$ cat src/tmr_map.vh
/*
 * Register offsets, field positions, masks, top values and counts for the 16-bit timer.
 * Assumes byte-wide registers on a plain strobe port; 16-bit values are byte pairs.
 */
`ifndef TMR_MAP_VH
`define TMR_MAP_VH
`define TMR_OFF_CTRL_A    8'h00
`define TMR_OFF_CTRL_B    8'h01
`define TMR_OFF_CTRL_C    8'h02
`define TMR_OFF_CNT_L     8'h04
`define TMR_OFF_CNT_H     8'h05
`define TMR_OFF_CAP_L     8'h06
`define TMR_OFF_CAP_H     8'h07
`define TMR_OFF_CMPA_L    8'h08
`define TMR_OFF_CMPA_H    8'h09
`define TMR_OFF_CMPB_L    8'h0A
`define TMR_OFF_CMPB_H    8'h0B
`define TMR_OFF_IRQ_EN    8'h0C
`define TMR_OFF_IRQ_FLG   8'h0D
`define TMR_OFF_GLOBAL    8'h0E
`define TMR_OFF_ACK       8'h0F
`define TMR_B_FILT        7
`define TMR_B_EDGE        6
`define TMR_C_FORCE_A     7
`define TMR_C_FORCE_B     6
`define TMR_IRQ_CAP       5
`define TMR_IRQ_MB        2
`define TMR_IRQ_MA        1
`define TMR_IRQ_OVF       0
`define TMR_IRQ_MASK      8'h27
`define TMR_CTRL_B_MASK   8'hDF
`define TMR_FILT_SAMPLES  4
`define TMR_FILT_LAST     2'd3
`define TMR_TOP_MAX       16'hFFFF
`define TMR_TOP_8         16'h00FF
`define TMR_TOP_9         16'h01FF
`define TMR_TOP_10        16'h03FF
`endif

$ cat src/tmr_core.v
/*
 * 16-bit timer/counter with two compare channels, input capture, prescaler,
 * external count pin, forced compare strobes and a shared high-byte latch.
 * Assumes one clock, capture and count pins asynchronous to it, comparator on it, and a byte-wide strobe port.
 */
// The strobed register port and the address map were decided locally.
`timescale 1ns/1ns
`include "tmr_map.vh"

// How it works
// - Noise filter needs four equal samples
// - Edge select: zero falling, one rising
// - Capture copies counter, sets capture flag
// - Capture disabled when capture register is top
// - Clock select: stop, div 1..1024
// - Codes 6,7 count external pin edges
// - Force strobe acts on output in non-PWM
// - Force sets no flag, no clear
// - Force bits and low bits read zero
// - Byte pairs through shared high latch, compare reads direct
// - Counter write blocks next match
// - Compare registers matched against counter continuously
// - Capture source pin or comparator
// - Interrupt needs enable, global, flag
// - Unused enable and flag bits read zero
// - Capture flag at top when capture top
// - Match flag sets cycle after equality
// - Flags clear by vector or write one
// - Overflow flag point follows waveform mode
// - Waveform mode chooses top, update, overflow
// - Non-PWM output codes: off, toggle, clear, set
module tmr_core (
  input  wire       clock,
  input  wire       sys_rst,
  input  wire [7:0] reg_addr,
  input  wire [7:0] reg_wdata,
  input  wire       reg_write,
  input  wire       reg_read,
  output reg  [7:0] reg_rdata,
  input  wire       capture_input_pin,
  input  wire       comparator_out,
  input  wire       external_count_pin,
  output reg        waveform_out_a,
  output reg        waveform_out_b,
  output wire       waveform_en_a,
  output wire       waveform_en_b,
  output wire       capture_irq,
  output wire       match_a_irq,
  output wire       match_b_irq,
  output wire       overflow_irq
);
  // Count direction for the dual-slope modes
  localparam DIR_UP   = 1'b0;
  localparam DIR_DOWN = 1'b1;

  reg  [7:0]  ctrl_a_reg;
  reg  [7:0]  ctrl_b_reg;
  reg  [7:0]  irq_en_reg;
  reg  [7:0]  irq_flg_reg;
  reg         global_en_reg;
  reg  [7:0]  high_latch_reg;
  reg  [15:0] counter_value_reg;
  reg  [15:0] compare_value_a_reg;
  reg  [15:0] compare_value_b_reg;
  reg  [15:0] buf_a_reg;
  reg  [15:0] buf_b_reg;
  reg  [15:0] capture_register_reg;
  reg         dir_reg;
  reg         block_match_reg;
  reg         hit_a_reg;
  reg         hit_b_reg;
  reg  [9:0]  presc_reg;
  reg  [2:0]  cap_sync_reg;
  reg  [2:0]  ext_sync_reg;
  reg  [1:0]  filt_cnt_reg;
  reg         filt_out_reg;
  reg         cap_prev_reg;
  reg         cap_pin_reg;
  reg         ext_prev_reg;

  // Field views of the control registers
  wire [3:0] waveform_mode = {ctrl_b_reg[4:3], ctrl_a_reg[1:0]};
  wire [2:0] clock_select_field = ctrl_b_reg[2:0];
  wire       capture_filter_enable = ctrl_b_reg[`TMR_B_FILT];
  wire       capture_edge_select = ctrl_b_reg[`TMR_B_EDGE];
  wire       use_comparator = ctrl_a_reg[2];
  wire [1:0] compare_output_mode_a = ctrl_a_reg[7:6];
  wire [1:0] compare_output_mode_b = ctrl_a_reg[5:4];

  // Mode decode for top, buffering and overflow point
  wire cap_top = (waveform_mode == 4'd8) || (waveform_mode == 4'd10) ||
                 (waveform_mode == 4'd12) || (waveform_mode == 4'd14);
  wire cmpa_top = (waveform_mode == 4'd4) || (waveform_mode == 4'd9) ||
                  (waveform_mode == 4'd11) || (waveform_mode == 4'd15);
  wire non_pwm = (waveform_mode == 4'd0) || (waveform_mode == 4'd4) ||
                 (waveform_mode == 4'd12);
  wire fast_pwm = (waveform_mode == 4'd5) || (waveform_mode == 4'd6) ||
                  (waveform_mode == 4'd7) || (waveform_mode == 4'd14) ||
                  (waveform_mode == 4'd15);
  wire dual_slope = !non_pwm && !fast_pwm;
  wire upd_bottom = (waveform_mode == 4'd8) || (waveform_mode == 4'd9);

  // Reserved mode 13 falls back to the full 16-bit range
  reg [15:0] top_val;
  always @* begin
    top_val = `TMR_TOP_MAX;
    if (cap_top)
      top_val = capture_register_reg;
    else if (cmpa_top)
      top_val = compare_value_a_reg;
    else if (waveform_mode[1:0] == 2'd1 && !waveform_mode[3])
      top_val = `TMR_TOP_8;
    else if (waveform_mode[1:0] == 2'd2 && !waveform_mode[3])
      top_val = `TMR_TOP_9;
    else if (waveform_mode[1:0] == 2'd3 && !waveform_mode[3])
      top_val = `TMR_TOP_10;
  end

  // Prescaler taps and external pin edges
  // Count pin edges compare the agreed level with the last stable one
  wire ext_fall = ext_prev_reg && (ext_sync_reg[2:1] == 2'b00);
  wire ext_rise = !ext_prev_reg && (ext_sync_reg[2:1] == 2'b11);
  reg  tick;
  always @* begin
    case (clock_select_field)
      3'd1:    tick = 1'b1;
      3'd2:    tick = (presc_reg[2:0] == 3'd7);
      3'd3:    tick = (presc_reg[5:0] == 6'd63);
      3'd4:    tick = (presc_reg[7:0] == 8'd255);
      3'd5:    tick = (presc_reg == 10'd1023);
      3'd6:    tick = ext_fall;
      3'd7:    tick = ext_rise;
      default: tick = 1'b0;
    endcase
  end

  // Capture source, filter and edge detect
  // Comparator source skips the synchroniser: it comes from logic on this clock
  wire cap_raw = use_comparator ? comparator_out : cap_pin_reg;
  wire cap_level = capture_filter_enable ? filt_out_reg : cap_raw;
  wire cap_edge = capture_edge_select ? (cap_level && !cap_prev_reg)
                                      : (!cap_level && cap_prev_reg);
  wire cap_event = cap_edge && !cap_top;

  // Equality is sampled on a tick and flagged one clock cycle later
  wire at_top = (counter_value_reg == top_val);
  wire at_bottom = (counter_value_reg == 16'h0000);
  wire eq_a = (counter_value_reg == compare_value_a_reg);
  wire eq_b = (counter_value_reg == compare_value_b_reg);

  // Write decodes shared by the flag and counter logic
  wire wr_cnt_l = reg_write && (reg_addr == `TMR_OFF_CNT_L);
  wire wr_flags = reg_write && (reg_addr == `TMR_OFF_IRQ_FLG);
  wire force_a = reg_write && (reg_addr == `TMR_OFF_CTRL_C) &&
                 reg_wdata[`TMR_C_FORCE_A] && non_pwm;
  wire force_b = reg_write && (reg_addr == `TMR_OFF_CTRL_C) &&
                 reg_wdata[`TMR_C_FORCE_B] && non_pwm;
  wire ack_wr = reg_write && (reg_addr == `TMR_OFF_ACK);

  // Overflow set point per mode
  wire ovf_set = tick && (non_pwm ? (counter_value_reg == `TMR_TOP_MAX)
                        : fast_pwm ? at_top
                        : (at_bottom && dir_reg == DIR_DOWN));

  // Flag set events; set wins over any clear
  wire [7:0] flag_set = {2'b00,
                         cap_top ? (tick && at_top) : cap_event,
                         2'b00, hit_b_reg, hit_a_reg, ovf_set};
  // Write one clears, vector acknowledge clears, zero leaves alone
  wire [7:0] flag_clr = ((wr_flags ? reg_wdata : 8'h00) |
                         (ack_wr ? reg_wdata : 8'h00)) & `TMR_IRQ_MASK;

  // Requests are levels; software clears the flag to drop them
  assign capture_irq  = global_en_reg && irq_en_reg[`TMR_IRQ_CAP] &&
                        irq_flg_reg[`TMR_IRQ_CAP];
  assign match_b_irq  = global_en_reg && irq_en_reg[`TMR_IRQ_MB] &&
                        irq_flg_reg[`TMR_IRQ_MB];
  assign match_a_irq  = global_en_reg && irq_en_reg[`TMR_IRQ_MA] &&
                        irq_flg_reg[`TMR_IRQ_MA];
  assign overflow_irq = global_en_reg && irq_en_reg[`TMR_IRQ_OVF] &&
                        irq_flg_reg[`TMR_IRQ_OVF];
  // Pin enable follows the output mode only
  assign waveform_en_a = (compare_output_mode_a != 2'b00);
  assign waveform_en_b = (compare_output_mode_b != 2'b00);

  // Output action: non-PWM codes, else simple PWM compare behaviour
  function out_next;
    input       cur;
    input [1:0] mode;
    input       hit;
    input       topev;
    input       npwm;
    input       down;
    begin
      out_next = cur;
      if (hit && (npwm || mode == 2'b01))
        out_next = (mode == 2'b01) ? !cur : (mode == 2'b11);
      else if (hit && mode[1])
        out_next = down ? !mode[0] : mode[0];
      if (topev && !npwm && mode[1])
        out_next = !mode[0];
    end
  endfunction

  // Fast PWM outputs also act at top
  wire pwm_top_ev = tick && fast_pwm && at_top;

  // Synchronisers: decisions read only the second and third stages
  always @(posedge clock or posedge sys_rst) begin
    if (sys_rst) begin
      cap_sync_reg <= 3'b000;
      ext_sync_reg <= 3'b000;
      cap_prev_reg <= 1'b0;
      cap_pin_reg  <= 1'b0;
      ext_prev_reg <= 1'b0;
      filt_cnt_reg <= 2'd0;
      filt_out_reg <= 1'b0;
      presc_reg    <= 10'd0;
    end else begin
      cap_sync_reg <= {cap_sync_reg[1:0], capture_input_pin};
      ext_sync_reg <= {ext_sync_reg[1:0], external_count_pin};
      cap_prev_reg <= cap_level;
      if (ext_sync_reg[2] == ext_sync_reg[1])
        ext_prev_reg <= ext_sync_reg[2];
      // Capture level moves only once the second and third stages agree
      if (cap_sync_reg[2] == cap_sync_reg[1])
        cap_pin_reg <= cap_sync_reg[2];
      // Free-running prescaler; a clock select change does not restart it
      presc_reg <= presc_reg + 10'd1;
      // Output moves on the fourth sample in a row that differs from it
      if (cap_raw == filt_out_reg)
        filt_cnt_reg <= 2'd0;
      else if (filt_cnt_reg == `TMR_FILT_LAST) begin
        filt_cnt_reg <= 2'd0;
        filt_out_reg <= cap_raw;
      end else
        filt_cnt_reg <= filt_cnt_reg + 2'd1;
    end
  end

  // Counter, compare, capture and register writes
  always @(posedge clock or posedge sys_rst) begin
    if (sys_rst) begin
      ctrl_a_reg           <= 8'h00;
      ctrl_b_reg           <= 8'h00;
      irq_en_reg           <= 8'h00;
      irq_flg_reg          <= 8'h00;
      global_en_reg        <= 1'b0;
      high_latch_reg       <= 8'h00;
      counter_value_reg    <= 16'h0000;
      compare_value_a_reg  <= 16'h0000;
      compare_value_b_reg  <= 16'h0000;
      buf_a_reg            <= 16'h0000;
      buf_b_reg            <= 16'h0000;
      capture_register_reg <= 16'h0000;
      dir_reg              <= DIR_UP;
      block_match_reg      <= 1'b0;
      hit_a_reg            <= 1'b0;
      hit_b_reg            <= 1'b0;
      waveform_out_a       <= 1'b0;
      waveform_out_b       <= 1'b0;
    end else begin
      // Matches are held off for one tick after a counter write
      hit_a_reg <= tick && eq_a && !block_match_reg;
      hit_b_reg <= tick && eq_b && !block_match_reg;
      if (tick)
        block_match_reg <= 1'b0;
      irq_flg_reg <= (irq_flg_reg & ~flag_clr) | flag_set;
      // Force acts on the pin only: no flag, no counter clear
      waveform_out_a <= out_next(waveform_out_a, compare_output_mode_a,
                                 hit_a_reg || force_a, pwm_top_ev, non_pwm,
                                 dir_reg);
      waveform_out_b <= out_next(waveform_out_b, compare_output_mode_b,
                                 hit_b_reg || force_b, pwm_top_ev, non_pwm,
                                 dir_reg);
      // A capture in the same cycle as a software write loses to the write
      if (cap_event)
        capture_register_reg <= counter_value_reg;
      // Dual-slope modes turn at top and bottom; others wrap or clear
      if (tick) begin
        if (dual_slope) begin
          if (at_top) begin
            dir_reg <= DIR_DOWN;
            counter_value_reg <= counter_value_reg - 16'd1;
          end else if (at_bottom && dir_reg == DIR_DOWN) begin
            dir_reg <= DIR_UP;
            counter_value_reg <= counter_value_reg + 16'd1;
          end else if (dir_reg == DIR_DOWN)
            counter_value_reg <= counter_value_reg - 16'd1;
          else
            counter_value_reg <= counter_value_reg + 16'd1;
        end else if (at_top && waveform_mode != 4'd0)
          counter_value_reg <= 16'h0000;
        else
          counter_value_reg <= counter_value_reg + 16'd1;
        // Buffered compare values load at top or bottom
        if (!non_pwm && ((upd_bottom && at_bottom) || (!upd_bottom && at_top))) begin
          compare_value_a_reg <= buf_a_reg;
          compare_value_b_reg <= buf_b_reg;
        end
      end
      // Register writes come last, so they win over the count on the same edge
      if (reg_write) begin
        if (reg_addr == `TMR_OFF_CTRL_A)
          ctrl_a_reg <= reg_wdata;
        else if (reg_addr == `TMR_OFF_CTRL_B)
          ctrl_b_reg <= reg_wdata & `TMR_CTRL_B_MASK;
        else if (reg_addr == `TMR_OFF_IRQ_EN)
          irq_en_reg <= reg_wdata & `TMR_IRQ_MASK;
        else if (reg_addr == `TMR_OFF_GLOBAL)
          global_en_reg <= reg_wdata[0];
        else if (reg_addr == `TMR_OFF_CNT_H || reg_addr == `TMR_OFF_CAP_H ||
                 reg_addr == `TMR_OFF_CMPA_H || reg_addr == `TMR_OFF_CMPB_H)
          high_latch_reg <= reg_wdata;
        else if (wr_cnt_l) begin
          counter_value_reg <= {high_latch_reg, reg_wdata};
          block_match_reg   <= 1'b1;
        end else if (reg_addr == `TMR_OFF_CAP_L)
          capture_register_reg <= {high_latch_reg, reg_wdata};
        else if (reg_addr == `TMR_OFF_CMPA_L) begin
          buf_a_reg <= {high_latch_reg, reg_wdata};
          if (non_pwm)
            compare_value_a_reg <= {high_latch_reg, reg_wdata};
        end else if (reg_addr == `TMR_OFF_CMPB_L) begin
          buf_b_reg <= {high_latch_reg, reg_wdata};
          if (non_pwm)
            compare_value_b_reg <= {high_latch_reg, reg_wdata};
        end
      end else if (reg_read) begin
        // Low-byte read snapshots the high byte for the following high read
        if (reg_addr == `TMR_OFF_CNT_L)
          high_latch_reg <= counter_value_reg[15:8];
        else if (reg_addr == `TMR_OFF_CAP_L)
          high_latch_reg <= capture_register_reg[15:8];
      end
    end
  end

  // Read port: data stand one cycle after the strobe, zero elsewhere
  always @(posedge clock or posedge sys_rst) begin
    if (sys_rst)
      reg_rdata <= 8'h00;
    else if (!reg_read)
      reg_rdata <= 8'h00;
    else if (reg_addr == `TMR_OFF_CTRL_A)
      reg_rdata <= ctrl_a_reg;
    else if (reg_addr == `TMR_OFF_CTRL_B)
      reg_rdata <= ctrl_b_reg;
    else if (reg_addr == `TMR_OFF_CTRL_C)
      reg_rdata <= 8'h00;
    else if (reg_addr == `TMR_OFF_CNT_L)
      reg_rdata <= counter_value_reg[7:0];
    else if (reg_addr == `TMR_OFF_CAP_L)
      reg_rdata <= capture_register_reg[7:0];
    else if (reg_addr == `TMR_OFF_CMPA_L)
      reg_rdata <= compare_value_a_reg[7:0];
    else if (reg_addr == `TMR_OFF_CMPB_L)
      reg_rdata <= compare_value_b_reg[7:0];
    else if (reg_addr == `TMR_OFF_CNT_H || reg_addr == `TMR_OFF_CAP_H)
      reg_rdata <= high_latch_reg;
    else if (reg_addr == `TMR_OFF_CMPA_H)
      reg_rdata <= compare_value_a_reg[15:8];
    else if (reg_addr == `TMR_OFF_CMPB_H)
      reg_rdata <= compare_value_b_reg[15:8];
    else if (reg_addr == `TMR_OFF_IRQ_EN)
      reg_rdata <= irq_en_reg;
    else if (reg_addr == `TMR_OFF_IRQ_FLG)
      reg_rdata <= irq_flg_reg;
    else if (reg_addr == `TMR_OFF_GLOBAL)
      reg_rdata <= {7'd0, global_en_reg};
    else
      reg_rdata <= 8'h00;
  end
endmodule // tmr_core

$ cat config.mk
export PLATFORM = sky130hd
export DESIGN_NAME = tmr_core
export DESIGN_NICKNAME = d
export VERILOG_FILES = /design/src/tmr_core.v
export VERILOG_INCLUDE_DIRS = /design/src
export SDC_FILE = /design/constraint.sdc
export NUM_CORES = 1
export LEC_CHECK = 0
export BUFFER_PORTS_ARGS = -buffer_cell sky130_fd_sc_hd__buf_2
export CELL_PAD_IN_SITES_DETAIL_PLACEMENT = 0
export CELL_PAD_IN_SITES_GLOBAL_PLACEMENT = 1
export CORE_ASPECT_RATIO = 1.1
export CORE_MARGIN = 1.5
export CORE_UTILIZATION = 45
export CTS_BUF_LIST = sky130_fd_sc_hd__clkbuf_16
export DETAILED_ROUTE_END_ITERATION = 10
export GPL_TIMING_DRIVEN = 0
export PLACE_DENSITY_LB_ADDON = 0.05
export SYNTH_ARGS = -nofsm -noshare
export SYNTH_HDL_FRONTEND = slang
export SYNTH_SLANG_ARGS = --single-unit
$ cat constraint.sdc
create_clock -name clock -period 10.07 [get_ports clock]
set_clock_uncertainty 0.15 [all_clocks]
set_input_delay 0 -clock clock [delete_from_list [all_inputs] [get_ports clock]]
set_output_delay 0 -clock clock [all_outputs]
set_load 0.05 [all_outputs]
==> summary.md <==
| Metric | Value |
|---|---|
| CTS clk-pin slew, worst paths | 0.08 ns |
| Crit path max fanout | 10 |
| Share of post-route cells with drive strength above 1 | 12.4% |
| Final Cycle Share | 48.1% |
| Relative slew slack | 21.0% |
| Seq cells post-synth | 164 |
| IO Pins | 39 |
| Final Max Slew Viols | 0 |
| Buf/Inv on CP | 4 |
| Status | finished, final reports clean |
| CP endpoint kind | flop |
| HPWL after DPL | 27100 um |
| Setup_tns | 0 ns |
| Initial Util | 46.2% |
| Filler cells | 2097 |
| CTS H-tree lvls | 4 |
| Post-Syn Area per Cell | 9.07 sq um |
| Final antenna-violating net count | 0 |
| Syn nets | 1126 |
| Post-synth EDFFs | 0 |
| CP Cell Sequence | clkbuf_1 > inv_1 > ha_1 > nand2_1 > nor4_1 > nand3_1 > or3_1 > buf_1 > and2_1 > o21ai_1 > clkbuf_1 > o221ai_1 > nand3_1 > o211ai_1 |
| Unrepaired setup endpoints after global routing | no |
| Crit path DAT | 4.97 ns |
| Area share of the largest cell type after synthesis | 41.3% |
| Max Fclk | 0.207 GHz |
| TritonCTS buffer count | 17 |
| Routed vias | 9132 |
| Post-placement cell count | 1414 |
| 1st-pass router iterations | 6 |
| Final hold vios | 0 |
| Chip height | 159 um |
| Area leader, netlist | dfrtp_1 |
| Worst Path Required | 10.20 ns |
| Worst path top cell family by delay | simple AND/OR/NAND/NOR gates |
| Clock buffer depth | 2 |
| Type of the tightest min-delay check | in2async |
| Largest net degree at the start of global routing | 85 |
| Avg WL per Cell | 25.9 um |
| First-pass GRT wire length | 57600 um |
| Die width | 145 um |
| FF-to-FF setup slack | 5.23 ns |
| Setup bufs post-CTS | 0 |
| Synthesized instance count | 1096 |
| Max VDD drop | 0.105 mV |
| Clock sink total | 164 |
| Maxcap violations | 0 |
| Sequential area share after synthesis | 41.3% |
| Core ar. | 21500 sq um |
| Most frequent cell after synthesis | dfrtp_1 |
| Synthesized cell area | 9940 sq um |
| Remaining global-route overflow | 0 |
| DRC violations left | 0 |
| Largest stage delay on the critical path | 0.57 ns |
| Worst slew pin tran | 1.18 ns |
| Routed wire length | 37600 um |
| Rows | 56 |
| P_leak | 4.62 nW |
| Die footprint | 23000 sq um |
| Via count of the first global-routing pass | 8962 |
| Crit path time final | 4.84 ns |
| Synth warnings | 0 |
| Port Buf Inserts | 27 |
| Post-synth top cells | dfrtp_1, nand2_1, o21ai_0, a21oi_1, clkbuf_1 |
| CTS resizes | 0 |
| P per Cell Area | 164 nW/um^2 |
| Antenna violations before repair | 1 |
| NumNets Final | 1182 |
| GRT Overall Usage | 34.4% |
| Clk Latency, worst-skew pair | 0.45 ns |
| # setup viols final | 0 |
| CP Class | reg2reg |
| Design Power | 1.82 mW |
| CP Launch Type | flop |
| Top_reg_cell synth | dfrtp_1 |
| FFs w/ async S/R, synth | 100% |
| CTS tree | yes |
| Synth unique cells | 72 |
| Layout Cells excl Fill | 1455 |
| CP max-delay cell | nor4_1 |
| Top cells by area, synth | dfrtp_1, mux2_2, mux2i_1, nand2_1, o21ai_0 |
| Initial drt markers | 1036 |
| Hold buffer count at CTS | 9 |
| Area Growth Syn to Fin | 12.0% |
| Ant diodes | 0 |
| Placer Congestion | 0.967 |
| Vias per cell | 6.28 |
| Clock Tree Root | clkbuf_16 |
## placed cells by master (no fill, tap or decap), types with 11 or more instances in the layout
master     instances
a21oi_1           63
a31oi_1           23
and3_1            18
buf_1             15
buf_2             29
clkbuf_1          63
clkbuf_16         17
dfrtp_1          164
inv_1             41
mux2_2            61
mux2i_1           54
nand2_1          123
nand2b_1          13
nand3_1           33
nor2_1            61
nor3_1            23
nor4_1            13
o21ai_0           72
o21ai_1           35
o221ai_1          13
o22ai_1           11
xnor2_1           13
xor2_1            29
## area by class of cell
| cell class | count | area, sq um | share of cell area (%) |
|---|---|---|---|
| Buffer | 86 | 393 | 3.53 |
| Clock buffer | 17 | 425 | 3.82 |
| Clock inverter | 15 | 145 | 1.30 |
| Inverter | 42 | 165 | 1.48 |
| Sequential cell | 164 | 4100 | 36.9 |
| Timing Repair Buffer | 37 | 253 | 2.27 |
| Tap cell | 290 | 363 | 3.26 |
| Multi-Input combinational cell | 804 | 5290 | 47.5 |
## per-stage QoR
| step | hold slack, ns | util, % | area, sq um | worst slack, ns |
|---|---|---|---|---|
| floorplan | -0.119 | - | 9940 | 5.49 |
| global placement | -0.0408 | 48.5 | 10400 | 3.42 |
| detailed placement | -0.0405 | 48.7 | 10500 | 5.37 |
| CTS | 0.0108 | 51.8 | 11100 | 5.37 |
| global route | 0.0483 | 51.8 | 11100 | 5.01 |
| finish | 0.0162 | 51.8 | 11100 | 5.23 |
## layer usage
layer,vias up,routed length (um),global-route usage [%]
li1,4078,-,-
met1,4529,16200,48.8
met4,2,1940,16.7
met3,102,2490,5.25
met5,-,13,0
met2,421,17000,51.1
## tightest hold or removal path, stage by stage
cell and delay, ns:
dlygate4sd3_1 0.54, buf_2 0.16, inv_8 0.38
## logic make-up (layout without fill, tap and decap cells)
| logic type | Yosys count | in the layout | synth area share (%) |
|---|---|---|---|
| AO/OA/AOI/OAI | 296 | 296 | 18.7 |
| XOR/XNOR | 42 | 42 | 3.70 |
| adder cells (fa/ha/maj) | 8 | 8 | 0.982 |
| buffers and inverters | 128 | 197 | 5.54 |
| flip-flops | 164 | 164 | 41.3 |
| multiplexers | 119 | 119 | 13.3 |
| AND/OR/NAND/NOR | 339 | 339 | 16.6 |
## final timing paths
kind | start | to | cells past startpoint
hold / removal | sys_rst | buf_a_reg[5] | 3
setup reg to reg | counter_value_reg[1] | counter_value_reg[11] | 14
setup / recovery | counter_value_reg[1] | counter_value_reg[11] | 14
hold reg to reg | cap_sync_reg[0] | cap_sync_reg[1] | 0
min in group clock | reg_wdata[7] | compare_value_a_reg[7] | 3
max in group asynchronous | sys_rst | counter_value_reg[1] | 4
## where the power goes
group	leakage [nW]	switching, mW	total (mW)	internal (mW)
combinational	2.34	0.246	0.375	0.129
clock	0.275	0.322	0.650	0.328
sequential	2.00	0.0835	0.799	0.716
total	4.62	0.651	1.82	1.17
Note: power is estimated with default switching activity, not from simulation.
